===== config.mk =====
export PLATFORM = sky130hd
export DESIGN_NAME = asr_host
export DESIGN_NICKNAME = d
export VERILOG_FILES = /design/src/asr_pkg.sv /design/src/asr_host.sv
export SDC_FILE = /design/constraint.sdc
export NUM_CORES = 1
export LEC_CHECK = 0
export BUFFER_PORTS_ARGS = -buffer_cell sky130_fd_sc_hd__buf_2
export CORE_MARGIN = 2
export CORE_UTILIZATION = 50
export DETAILED_ROUTE_END_ITERATION = 16
export GPL_TIMING_DRIVEN = 0
export PLACE_DENSITY = 0.75
export SLEW_MARGIN = 10
export SYNTH_ARGS = -nofsm -noshare
export SYNTH_HDL_FRONTEND = slang
export SYNTH_SLANG_ARGS = --single-unit

===== constraint.sdc =====
create_clock -name core_clk -period 4.05 [get_ports core_clk]
set_input_delay 0.2025 -clock core_clk [delete_from_list [all_inputs] [get_ports core_clk]]
set_output_delay 0.2025 -clock core_clk [all_outputs]
set_load 0.05 [all_outputs]

===== src/asr_pkg.sv =====
package asr_pkg;
    localparam int ADDR_W = 15;
    localparam int DATA_W = 8;
    localparam int CLK_PERIOD_NS = 50;
    // minimum durations in ns, faster grade then slower grade
    localparam int READ_CYCLE_MIN_55_NS = 55;
    localparam int READ_CYCLE_MIN_70_NS = 70;
    localparam int ADDRESS_ACCESS_TIME_55_NS = 55;
    localparam int ADDRESS_ACCESS_TIME_70_NS = 70;
    localparam int WRITE_CYCLE_MIN_55_NS = 55;
    localparam int WRITE_CYCLE_MIN_70_NS = 70;
    localparam int WRITE_PULSE_MIN_55_NS = 40;
    localparam int WRITE_PULSE_MIN_70_NS = 50;
    localparam int SELECT_TO_WRITE_END_MIN_55_NS = 45;
    localparam int SELECT_TO_WRITE_END_MIN_70_NS = 60;
    localparam int WRITE_TURNOFF_DELAY_55_NS = 20;
    localparam int WRITE_TURNOFF_DELAY_70_NS = 25;
    localparam int WRITE_DATA_SETUP_55_NS = 25;
    localparam int WRITE_DATA_SETUP_70_NS = 30;
    // round up, never below one cycle
    function automatic int cyc(input int ns);
        int c;
        c = (ns + CLK_PERIOD_NS - 1) / CLK_PERIOD_NS;
        return (c < 1) ? 1 : c;
    endfunction : cyc
    localparam int READ_CYC_55 = cyc(READ_CYCLE_MIN_55_NS);
    localparam int READ_CYC_70 = cyc(READ_CYCLE_MIN_70_NS);
    localparam int ACCESS_CYC_55 = cyc(ADDRESS_ACCESS_TIME_55_NS);
    localparam int ACCESS_CYC_70 = cyc(ADDRESS_ACCESS_TIME_70_NS);
    localparam int WCYC_55 = cyc(WRITE_CYCLE_MIN_55_NS);
    localparam int WCYC_70 = cyc(WRITE_CYCLE_MIN_70_NS);
    localparam int WPULSE_55 = cyc(WRITE_PULSE_MIN_55_NS);
    localparam int WPULSE_70 = cyc(WRITE_PULSE_MIN_70_NS);
    localparam int SCE_CYC_55 = cyc(SELECT_TO_WRITE_END_MIN_55_NS);
    localparam int SCE_CYC_70 = cyc(SELECT_TO_WRITE_END_MIN_70_NS);
    localparam int TURN_SETUP_CYC_55 = cyc(WRITE_TURNOFF_DELAY_55_NS + WRITE_DATA_SETUP_55_NS);
    localparam int TURN_SETUP_CYC_70 = cyc(WRITE_TURNOFF_DELAY_70_NS + WRITE_DATA_SETUP_70_NS);
    localparam int CNT_W = 4;
    typedef enum logic [2:0] {
        ASR_IDLE = 3'b000,
        ASR_RD = 3'b001,
        ASR_RD_END = 3'b010,
        ASR_WR_SETUP = 3'b011,
        ASR_WR_PULSE = 3'b100,
        ASR_WR_END = 3'b101
    } asr_state_e;
endpackage : asr_pkg


===== src/asr_host.sv =====
`timescale 1ns/1ps
// Notes on behaviour
// - write ends on first rising strobe; data timed to that edge
// - host times data setup and hold from the terminating rising edge
// - strobe write with output enable low lasts turnoff plus data setup
// - host never drives the bus while the device drives it
// - host keeps write strobe high throughout every read
// - address is valid no later than select falling in a read
// - continuous-select reads update data on address change alone
// - read cycles spaced at least 55 ns or 70 ns by grade
// - each write cycle lasts at least 55 ns or 70 ns by grade
// - write strobe stays low at least 40 ns or 50 ns by grade
// - select low at least 45 ns or 60 ns before write end
module asr_host (
    input wire logic core_clk,
    input wire logic rst,
    input wire logic slow_grade,
    input wire logic req_valid,
    output logic req_ready,
    input wire logic req_write,
    input wire logic [asr_pkg::ADDR_W-1:0] req_addr,
    input wire logic [asr_pkg::DATA_W-1:0] req_wdata,
    output logic rsp_valid,
    output logic [asr_pkg::DATA_W-1:0] rsp_rdata,
    output logic [asr_pkg::ADDR_W-1:0] word_address,
    output logic chip_select_n,
    output logic write_strobe_n,
    output logic output_enable_n,
    input wire logic [asr_pkg::DATA_W-1:0] shared_data_bus_in,
    output logic [asr_pkg::DATA_W-1:0] shared_data_bus_out,
    output logic shared_data_bus_oe_n
);
    asr_pkg::asr_state_e state_reg;
    logic [asr_pkg::CNT_W-1:0] cnt_reg;
    logic [asr_pkg::CNT_W-1:0] access_cyc;
    logic [asr_pkg::CNT_W-1:0] wpulse_cyc;
    logic [asr_pkg::CNT_W-1:0] wsetup_cyc;
    logic [asr_pkg::DATA_W-1:0] bus_meta_reg;
    logic [asr_pkg::DATA_W-1:0] bus_sync_reg;
    logic grade_meta_reg;
    logic grade_reg;
    logic [asr_pkg::DATA_W-1:0] wdata_reg;
    logic cnt_done;
    logic [asr_pkg::CNT_W-1:0] sel_low_cnt_reg;
    logic [asr_pkg::CNT_W-1:0] we_low_cnt_reg;
    logic [asr_pkg::CNT_W-1:0] drive_cnt_reg;
    logic [asr_pkg::CNT_W-1:0] rcyc_min;
    logic [asr_pkg::CNT_W-1:0] wcyc_min;
    logic [asr_pkg::CNT_W-1:0] wpulse_min;
    logic [asr_pkg::CNT_W-1:0] sce_min;
    logic [asr_pkg::CNT_W-1:0] setup_min;

    // bus data and the grade strap come from outside the clock domain
    always_ff @(posedge core_clk) begin
        bus_meta_reg <= shared_data_bus_in;
        bus_sync_reg <= bus_meta_reg;
        grade_meta_reg <= slow_grade;
        grade_reg <= grade_meta_reg;
    end

    // read waits access time plus two sync stages; access covers the read cycle too
    always_comb begin
        if (grade_reg) begin
            access_cyc = asr_pkg::CNT_W'(asr_pkg::ACCESS_CYC_70 + 2);
            wpulse_cyc = asr_pkg::CNT_W'(asr_pkg::SCE_CYC_70 > asr_pkg::WPULSE_70 ?
                asr_pkg::SCE_CYC_70 : asr_pkg::WPULSE_70);
            wsetup_cyc = asr_pkg::CNT_W'(asr_pkg::TURN_SETUP_CYC_70);
        end else begin
            access_cyc = asr_pkg::CNT_W'(asr_pkg::ACCESS_CYC_55 + 2);
            wpulse_cyc = asr_pkg::CNT_W'(asr_pkg::SCE_CYC_55 > asr_pkg::WPULSE_55 ?
                asr_pkg::SCE_CYC_55 : asr_pkg::WPULSE_55);
            wsetup_cyc = asr_pkg::CNT_W'(asr_pkg::TURN_SETUP_CYC_55);
        end
    end

    assign cnt_done = (cnt_reg == '0);
    assign req_ready = (state_reg == asr_pkg::ASR_IDLE);

    // write cycle: setup (we high, data driven), pulse (we low), end (we high, hold)
    // total is at least setup + pulse + 1 cycles, which covers the write cycle minimum
    always_ff @(posedge core_clk) begin
        if (rst) begin
            state_reg <= asr_pkg::ASR_IDLE;
            cnt_reg <= '0;
        end else begin
            unique case (state_reg)
                asr_pkg::ASR_IDLE: begin
                    if (req_valid) begin
                        state_reg <= req_write ? asr_pkg::ASR_WR_SETUP : asr_pkg::ASR_RD;
                        cnt_reg <= req_write ? wsetup_cyc - 4'h1 : access_cyc - 4'h1;
                    end
                end
                asr_pkg::ASR_RD: begin
                    if (cnt_done) begin
                        state_reg <= asr_pkg::ASR_RD_END;
                    end else begin
                        cnt_reg <= cnt_reg - 4'h1;
                    end
                end
                asr_pkg::ASR_RD_END: begin
                    state_reg <= asr_pkg::ASR_IDLE;
                end
                asr_pkg::ASR_WR_SETUP: begin
                    if (cnt_done) begin
                        state_reg <= asr_pkg::ASR_WR_PULSE;
                        cnt_reg <= wpulse_cyc - 4'h1;
                    end else begin
                        cnt_reg <= cnt_reg - 4'h1;
                    end
                end
                asr_pkg::ASR_WR_PULSE: begin
                    if (cnt_done) begin
                        state_reg <= asr_pkg::ASR_WR_END; // write strobe ends the write
                    end else begin
                        cnt_reg <= cnt_reg - 4'h1;
                    end
                end
                asr_pkg::ASR_WR_END: begin
                    state_reg <= asr_pkg::ASR_IDLE;
                end
                default: begin
                    state_reg <= asr_pkg::ASR_IDLE;
                end
            endcase
        end
    end

    // pins are registered so they change together on one edge
    always_ff @(posedge core_clk) begin
        if (rst) begin
            word_address <= '0;
            chip_select_n <= 1'b1;
            write_strobe_n <= 1'b1;
            output_enable_n <= 1'b1;
            shared_data_bus_oe_n <= 1'b1;
            wdata_reg <= '0;
        end else begin
            unique case (state_reg)
                asr_pkg::ASR_IDLE: begin
                    if (req_valid) begin
                        // address set on the same edge select falls
                        word_address <= req_addr;
                        wdata_reg <= req_wdata;
                        chip_select_n <= 1'b0;
                        write_strobe_n <= 1'b1;
                        output_enable_n <= req_write;
                        // output enable is already high here, so the device floats as we drive
                        shared_data_bus_oe_n <= !req_write;
                    end
                end
                asr_pkg::ASR_RD: begin
                    if (cnt_done) begin
                        chip_select_n <= 1'b1;
                        output_enable_n <= 1'b1;
                    end
                end
                asr_pkg::ASR_WR_SETUP: begin
                    // oe stays high; drive only while the device floats
                    shared_data_bus_oe_n <= 1'b0;
                    if (cnt_done) begin
                        write_strobe_n <= 1'b0;
                    end
                end
                asr_pkg::ASR_WR_PULSE: begin
                    if (cnt_done) begin
                        write_strobe_n <= 1'b1;
                    end
                end
                asr_pkg::ASR_WR_END: begin
                    // data held one cycle past the rising strobe; select released on the same edge as the data
                    chip_select_n <= 1'b1;
                    shared_data_bus_oe_n <= 1'b1;
                end
                default: begin
                end
            endcase
        end
    end

    assign shared_data_bus_out = wdata_reg;

    always_ff @(posedge core_clk) begin
        if (rst) begin
            rsp_valid <= 1'b0;
            rsp_rdata <= '0;
        end else begin
            rsp_valid <= (state_reg == asr_pkg::ASR_RD) && cnt_done;
            if ((state_reg == asr_pkg::ASR_RD) && cnt_done) begin
                rsp_rdata <= bus_sync_reg;
            end
        end
    end

    // shortest legal phase lengths for the grade in use, read only by the checks
    always_comb begin
        if (grade_reg) begin
            rcyc_min = asr_pkg::CNT_W'(asr_pkg::READ_CYC_70);
            wcyc_min = asr_pkg::CNT_W'(asr_pkg::WCYC_70);
            wpulse_min = asr_pkg::CNT_W'(asr_pkg::WPULSE_70);
            sce_min = asr_pkg::CNT_W'(asr_pkg::SCE_CYC_70);
            setup_min = asr_pkg::CNT_W'(asr_pkg::TURN_SETUP_CYC_70);
        end else begin
            rcyc_min = asr_pkg::CNT_W'(asr_pkg::READ_CYC_55);
            wcyc_min = asr_pkg::CNT_W'(asr_pkg::WCYC_55);
            wpulse_min = asr_pkg::CNT_W'(asr_pkg::WPULSE_55);
            sce_min = asr_pkg::CNT_W'(asr_pkg::SCE_CYC_55);
            setup_min = asr_pkg::CNT_W'(asr_pkg::TURN_SETUP_CYC_55);
        end
    end

    // low time of select, write strobe and bus drive in whole cycles (not output enable); saturating, so a stuck strobe cannot wrap
    always_ff @(posedge core_clk) begin
        if (rst || chip_select_n) begin
            sel_low_cnt_reg <= '0;
        end else if (sel_low_cnt_reg != '1) begin
            sel_low_cnt_reg <= sel_low_cnt_reg + 4'h1;
        end
    end

    always_ff @(posedge core_clk) begin
        if (rst || write_strobe_n) begin
            we_low_cnt_reg <= '0;
        end else if (we_low_cnt_reg != '1) begin
            we_low_cnt_reg <= we_low_cnt_reg + 4'h1;
        end
    end

    always_ff @(posedge core_clk) begin
        if (rst || shared_data_bus_oe_n) begin
            drive_cnt_reg <= '0;
        end else if (drive_cnt_reg != '1) begin
            drive_cnt_reg <= drive_cnt_reg + 4'h1;
        end
    end

    // address and data widths come from the package

    no_contention_a: assert property (@(posedge core_clk) disable iff (rst)
        !output_enable_n |-> shared_data_bus_oe_n)
        else $error("host drives bus while output enable low");
    read_we_high_a: assert property (@(posedge core_clk) disable iff (rst)
        !output_enable_n |-> write_strobe_n)
        else $error("write strobe low during read");
    we_pulse_len_a: assert property (@(posedge core_clk) disable iff (rst)
        $fell(write_strobe_n) && grade_reg |-> !write_strobe_n [*2])
        else $error("slow grade write pulse too short");
    sel_before_end_a: assert property (@(posedge core_clk) disable iff (rst)
        $rose(write_strobe_n) |-> $past(!chip_select_n, 2))
        else $error("select not low long enough before write end");
    data_setup_a: assert property (@(posedge core_clk) disable iff (rst)
        $fell(write_strobe_n) |-> $past(!shared_data_bus_oe_n, 1))
        else $error("data not set up before write strobe");
    data_hold_a: assert property (@(posedge core_clk) disable iff (rst)
        $rose(write_strobe_n) |-> !shared_data_bus_oe_n && !chip_select_n)
        else $error("data or select dropped with write strobe");
    addr_stable_a: assert property (@(posedge core_clk) disable iff (rst)
        !chip_select_n && $past(!chip_select_n) |-> $stable(word_address))
        else $error("address changed while selected");
    read_len_a: assert property (@(posedge core_clk) disable iff (rst)
        $fell(output_enable_n) |-> !output_enable_n [*3])
        else $error("read cycle too short");
    read_answer_a: assert property (@(posedge core_clk) disable iff (rst)
        $fell(output_enable_n) |-> ##[3:4] rsp_valid)
        else $error("read answer late");
    pulse_count_a: assert property (@(posedge core_clk) disable iff (rst)
        $rose(write_strobe_n) |-> we_low_cnt_reg >= wpulse_min)
        else $error("write pulse shorter than grade minimum");
    sce_count_a: assert property (@(posedge core_clk) disable iff (rst)
        $rose(write_strobe_n) |-> sel_low_cnt_reg >= sce_min)
        else $error("select low too briefly before write end");
    setup_count_a: assert property (@(posedge core_clk) disable iff (rst)
        $rose(write_strobe_n) |-> drive_cnt_reg >= setup_min)
        else $error("write data driven too briefly before write end");
    write_cycle_a: assert property (@(posedge core_clk) disable iff (rst)
        $rose(chip_select_n) && $past(output_enable_n) |-> sel_low_cnt_reg >= wcyc_min)
        else $error("write cycle shorter than grade minimum");
    read_cycle_a: assert property (@(posedge core_clk) disable iff (rst)
        $rose(chip_select_n) && $past(!output_enable_n) |-> sel_low_cnt_reg >= rcyc_min)
        else $error("read cycle shorter than grade minimum");
    busy_ready_a: assert property (@(posedge core_clk) disable iff (rst)
        !chip_select_n |-> !req_ready)
        else $error("request accepted while a cycle is open");
    host_drive_a: assert property (@(posedge core_clk) disable iff (rst)
        !shared_data_bus_oe_n |-> output_enable_n && !chip_select_n)
        else $error("host drives bus outside a write");
    deselect_idle_a: assert property (@(posedge core_clk) disable iff (rst)
        chip_select_n |-> write_strobe_n && output_enable_n)
        else $error("strobe active while deselected");
    rsp_pulse_a: assert property (@(posedge core_clk) disable iff (rst)
        rsp_valid |=> !rsp_valid)
        else $error("read answer longer than one cycle");
    // captured word was sampled two edges before capture, behind the sync stages
    access_wait_a: assert property (@(posedge core_clk) disable iff (rst)
        rsp_valid |-> $past(sel_low_cnt_reg) >= asr_pkg::CNT_W'(asr_pkg::ACCESS_CYC_70 + 1))
        else $error("read data captured before access time");
    rdata_hold_a: assert property (@(posedge core_clk) disable iff (rst)
        !rsp_valid |-> $stable(rsp_rdata))
        else $error("read data changed without an answer");
endmodule : asr_host


# Word-level counts from Yosys, hierarchy flattened
# Index checks and enable logic that the tools add are counted.
# totals
register_bits	61
out_inout_bits	37
elab_cells	64
# op_classes
n_mux	22
add_sub_neg	2
n_eq_ne	9
reduce_logical	17
# op_table
cell	count
$mux 4	4
$mux 3	4
$pmux 3 s4	1
$pmux 4 s3	1
$reduce_bool 3->1	4
$ne 2x2->1 const B	5
$pmux 1 s3	3
$reduce_and 3->1	3
$reduce_and 4->1	2
$sub 4x1->4 const B	2
$eq 3x3->1 const B	2
$mux 1	6
$logic_not 4->1	1
$mux 2	2
$reduce_and 2->1	2
$eq 3x1->1 const B	1
$eq 3x2->1 const B	1
$logic_not 3->1	1
$pmux 1 s2	1
$reduce_bool 2->1	1
$reduce_or 2->1	1
$logic_and 1x1->1	1
$logic_not 1->1	1

# Depth between registers and ports, before layout
# logic_depth
word_depth	5
ltp_mapped	7

# Worst setup path before layout
# No wires, ideal clock.
# synth_timing
path_type	reg-to-reg
start	register state_reg[1]
end	register wdata_reg, in the netlist shared_data_bus_out[5]
slack_ns	1.889
arrival_time_ns	2.028
t_required_ns	3.918
stages_incl_launch_ff	8
path_buffers	2
setup_time_ns	0.132
cell_sequence	dfxtp_1 buf_6 or2_2 nor2_1 nand2_1 buf_2 nand2_1 a21oi_1
# synth_via
elab_chain_len	2
# synth_rtl
element	line	source
start, declared	asr_host.sv:33	asr_pkg::asr_state_e state_reg;
start signal, assigned	asr_host.sv:83	state_reg <= asr_pkg::ASR_IDLE;
start signal, assigned	asr_host.sv:89	state_reg <= req_write ? asr_pkg::ASR_WR_SETUP : asr_pkg::ASR_RD;
start signal, assigned	asr_host.sv:95	state_reg <= asr_pkg::ASR_RD_END;
$logic_not 3->1	n/a	
via req_ready	asr_host.sv:19	output logic req_ready,
$reduce_and 2->1 (no line)	n/a	
end signal, assigned	asr_host.sv:143	wdata_reg <= req_wdata;
end, declared	asr_host.sv:42	logic [asr_pkg::DATA_W-1:0] wdata_reg;
# The timed path passes the listed nets, and every way through them passes these cells.
# A chain may end at the register's enable or synchronous reset.

# Worst setup path after layout
# layout_timing
start	register cnt_reg[0] (netlist bit)
end	register cnt_reg[1] (netlist bit)
# layout_via
elab_chain_len	3
elab_cells_between_ends	7
classes_between	1 x add/sub; 1 x eq/ne; 3 x mux; 2 x reduce/logical
# layout_rtl
element	line	source
start, declared	asr_host.sv:34	logic [asr_pkg::CNT_W-1:0] cnt_reg;
start signal, assigned	asr_host.sv:90	cnt_reg <= req_write ? wsetup_cyc - 4'h1 : access_cyc - 4'h1;
start signal, assigned	asr_host.sv:97	cnt_reg <= cnt_reg - 4'h1;
start signal, assigned	asr_host.sv:106	cnt_reg <= wpulse_cyc - 4'h1;
$sub 4x1->4 or $logic_not 4->1 (tied branches)	n/a	
$mux 4 (tied with other cells)	asr_host.sv:94, asr_host.sv:112	
$pmux 4 s3 or $reduce_and 3->1 (tied branches)	n/a	
# Parallel ways exist; a longest one is shown, timed or not. The select of a mux whose other input is x is not followed.

==> impl_metrics.tcl <==
set metrics [dict create \
    fin_crit_sh 0.473 \
    cts_tree "built" \
    drtIter0Drc 75 \
    grtUsageTotal 0.200 \
    viasPerCell 4.78 \
    async_reset_ff_frac 0 \
    peakVddDrop_mv 0.390 \
    ys_seq_elements 61 \
    routedWlPerCell_um 12.1 \
    ff_latch_area_sq_um 1220 \
    fin_skew_ns 0.00896 \
    timing_worst_setup_path_type "reg -> reg" \
    powerDensity_nw_per_um2 619 \
    grt_max_degree 11 \
    p_comb_frac 0.283 \
    endpoint_kind "flip-flop" \
    clkTransAtPathRegs_ns 0.07 \
    top_register "word_address" \
    ys_warn_count 0 \
    total_power_mw 1.81 \
    hold_class "in -> reg" \
    synth_edf_count 0 \
    clock-sinks 61 \
    fmax_mhz 522 \
    place_area_sq_um 2620 \
    die_y_um 70.3 \
    cp-start-kind "flip-flop" \
    slowest_delay_ns 0.46 \
    holdBufCountCts 9 \
    drive_gt1_frac 0.325 \
    synth_area_sq_um 2190 \
    grt_pass1_wl_um 7620 \
    syn-num-nets 271 \
    p_clk_frac 0.330 \
    ctsHtreeMaxLevel 3 \
    r2r_cells 7 \
    areaGrowthSynthToFinish_pct 33.5 \
    report.final.slew_viol_count 0 \
    finalHoldViolations 0 \
    die_w_um 70.3 \
    root_buffer "clkbuf_8" \
    post-route-min-period_ns 1.91 \
    pre_cts_ws_ns 2.19 \
    drtAntennaViolNets 0 \
    fillers 364 \
    clkLatencyLatePin_ns 0.33 \
    power_frac_seq 0.387 \
    synth_cells 233 \
    rsz0062_at_grt "false" \
    grt_pass1_vias 1744 \
    gpl.final_weighted_congestion 0.845 \
    core_sq_um 4290 \
    initial_utilization 0.511 \
    min_path_cells 3 \
    crit_top_cell "nor2_2" \
    row_count 24 \
    cts_buffers 9 \
    cts_resized 0 \
    portBuffers 71 \
    ys_seq_area_frac 0.556 \
    multi_input_area_sq_um 893 \
    finalSetupViolCount 0 \
    p_leak_nw 1.38 \
    drc 0 \
    critPathArrivalTime_ns 2.18 \
    synth_cell_type_count 40 \
    worstMarginPinSlew_ns 0.501 \
    power.internal_mw 1.21 \
    post_cts_buffers 0 \
    syn_area_per_cell_sq_um 9.42 \
    hpwl_um 3130 \
    worst_slack_ns 2.14 \
    wl_um 4600 \
    p_sw_mw 0.599 \
    dr_total_vias 1822 \
    dieArea_sq_um 4940 \
    grt_overflow 0 \
    setup_tns_ns 0 \
    status "finished, final reports clean" \
    first_pass_iters 4 \
    final_area_sq_um 2930 \
    cp_max_fo 6 \
    cap_violations 0 \
    swShare 0.330 \
    cp_slowest_cell "nor3b_2" \
    antenna_found_initial 0 \
    worst_ep_required_time_ns 4.32 \
    n_antenna_cell 0 \
    slew_headroom 0.664 \
    synth_flop_cell "dfxtp_1" \
    largest_register_ff_count 15 \
    final_net_count 362 \
    cts_buffer_depth 2 \
    ios 73 \
    worstPathCellList "inv_1, ha_1, nor3b_2, o32ai_4, nor2_2, mux2_4, nor2_2" \
]
[final cells by class]
cell class,instances,area share
clock inverter,4,0.0239
timing repair buffer,80,0.152
multi-input combinational,155,0.305
sequential,61,0.417
tap,52,0.0222
inverter,4,0.00512
clock buffer,12,0.0529
buffer,13,0.0222
[critical path, delay by kind of cell, from the launching register on]
kind | cells | cell delay [ns]
AO/OA/AOI/OAI | 1 | 0.18
adder cells (fa/ha/maj) | 1 | 0.20
buffers and inverters | 1 | 0.09
flip-flops | 1 | 0.35
multiplexers | 1 | 0.32
AND/OR/NAND/NOR | 3 | 0.72
[final timing paths]
path | start | to | slack (ns)
max | cnt_reg[0]$_SDFFE_PP0P_ | cnt_reg[1]$_SDFFE_PP0P_ | 2.14
min | req_addr[3] | word_address[3]$_SDFFE_PP0P_ | 0.10
max reg2reg | cnt_reg[0]$_SDFFE_PP0P_ | cnt_reg[1]$_SDFFE_PP0P_ | 2.14
min reg2reg | bus_meta_reg[5]$_DFF_P_ | bus_sync_reg[5]$_DFF_P_ | 0.33
[stage by stage]
step | utilization | hold slack, ns | cells
3_3_place_gp | 0.609 | 0.305 | 356
3_5_place_dp | 0.609 | 0.306 | 356
2_1_floorplan | - | 0.230 | 233
5_1_grt | 0.682 | 0.106 | 381
6_report | 0.682 | 0.102 | 381
4_1_cts | 0.682 | 0.0882 | 381
[cells in the mapped netlist (2+ instances only)]
master | instances | area share
nor3_1 | 2 | 0.0046
dfxtp_1 | 61 | 0.56
buf_2 | 6 | 0.014
o21ai_0 | 5 | 0.011
inv_1 | 4 | 0.0068
ha_1 | 2 | 0.011
or3b_4 | 2 | 0.010
o21ai_1 | 2 | 0.0046
nor2_2 | 2 | 0.0057
nand2_1 | 53 | 0.091
a21oi_1 | 32 | 0.073
nor2_1 | 18 | 0.031
xor2_1 | 2 | 0.0080
or2_2 | 2 | 0.0057
nor2b_1 | 2 | 0.0057
mux2i_1 | 8 | 0.036
a31oi_1 | 2 | 0.0057
clkbuf_1 | 5 | 0.0086
nand3_1 | 2 | 0.0046
[metal layers]
layer | global-route usage | share of wire | vias up | wire [um]
li1 | - | - | 963 | -
met1 | 0.223 | 0.43 | 802 | 2000
met4 | 0.113 | 0.022 | 0 | 102
met2 | 0.325 | 0.48 | 47 | 2190
met3 | 0.0779 | 0.066 | 10 | 305
met5 | 0 | 0 | - | 0
[power by group through the flow]
stage | logic (mW) | clock network (mW) | registers (mW)
2_1_floorplan | 0.258 | 0 | 0.850
3_3_place_gp | 0.499 | 0 | 0.712
3_5_place_dp | 0.505 | 0 | 0.714
4_1_cts | 0.515 | 0.614 | 0.701
5_1_grt | 0.559 | 0.638 | 0.709
6_report | 0.513 | 0.598 | 0.702
[placed cells by master, fill, tap and decap left out, drive strengths merged, types with 4 or more instances in the layout]
master	n
a21oi	32
buf	78
clkbuf	18
dfxtp	61
dlygate4sd3	9
inv	4
mux2i	8
nand2	54
nor2	21
o21ai	7
[cell families (layout without fill, tap and decap cells)]
logic type               count (synthesis)  in the layout  synth area share
adder cells (fa/ha/maj)                  2              2            0.0114
AND/OR/NAND/NOR                         92             92             0.207
AO/OA/AOI/OAI                           49             49             0.133
multiplexers                             9              9            0.0433
buffers and inverters                   17            113            0.0365
XOR/XNOR                                 3              3            0.0120
flip-flops                              61             61             0.556
No activity file was read; power rests on OpenSTA's default activity.
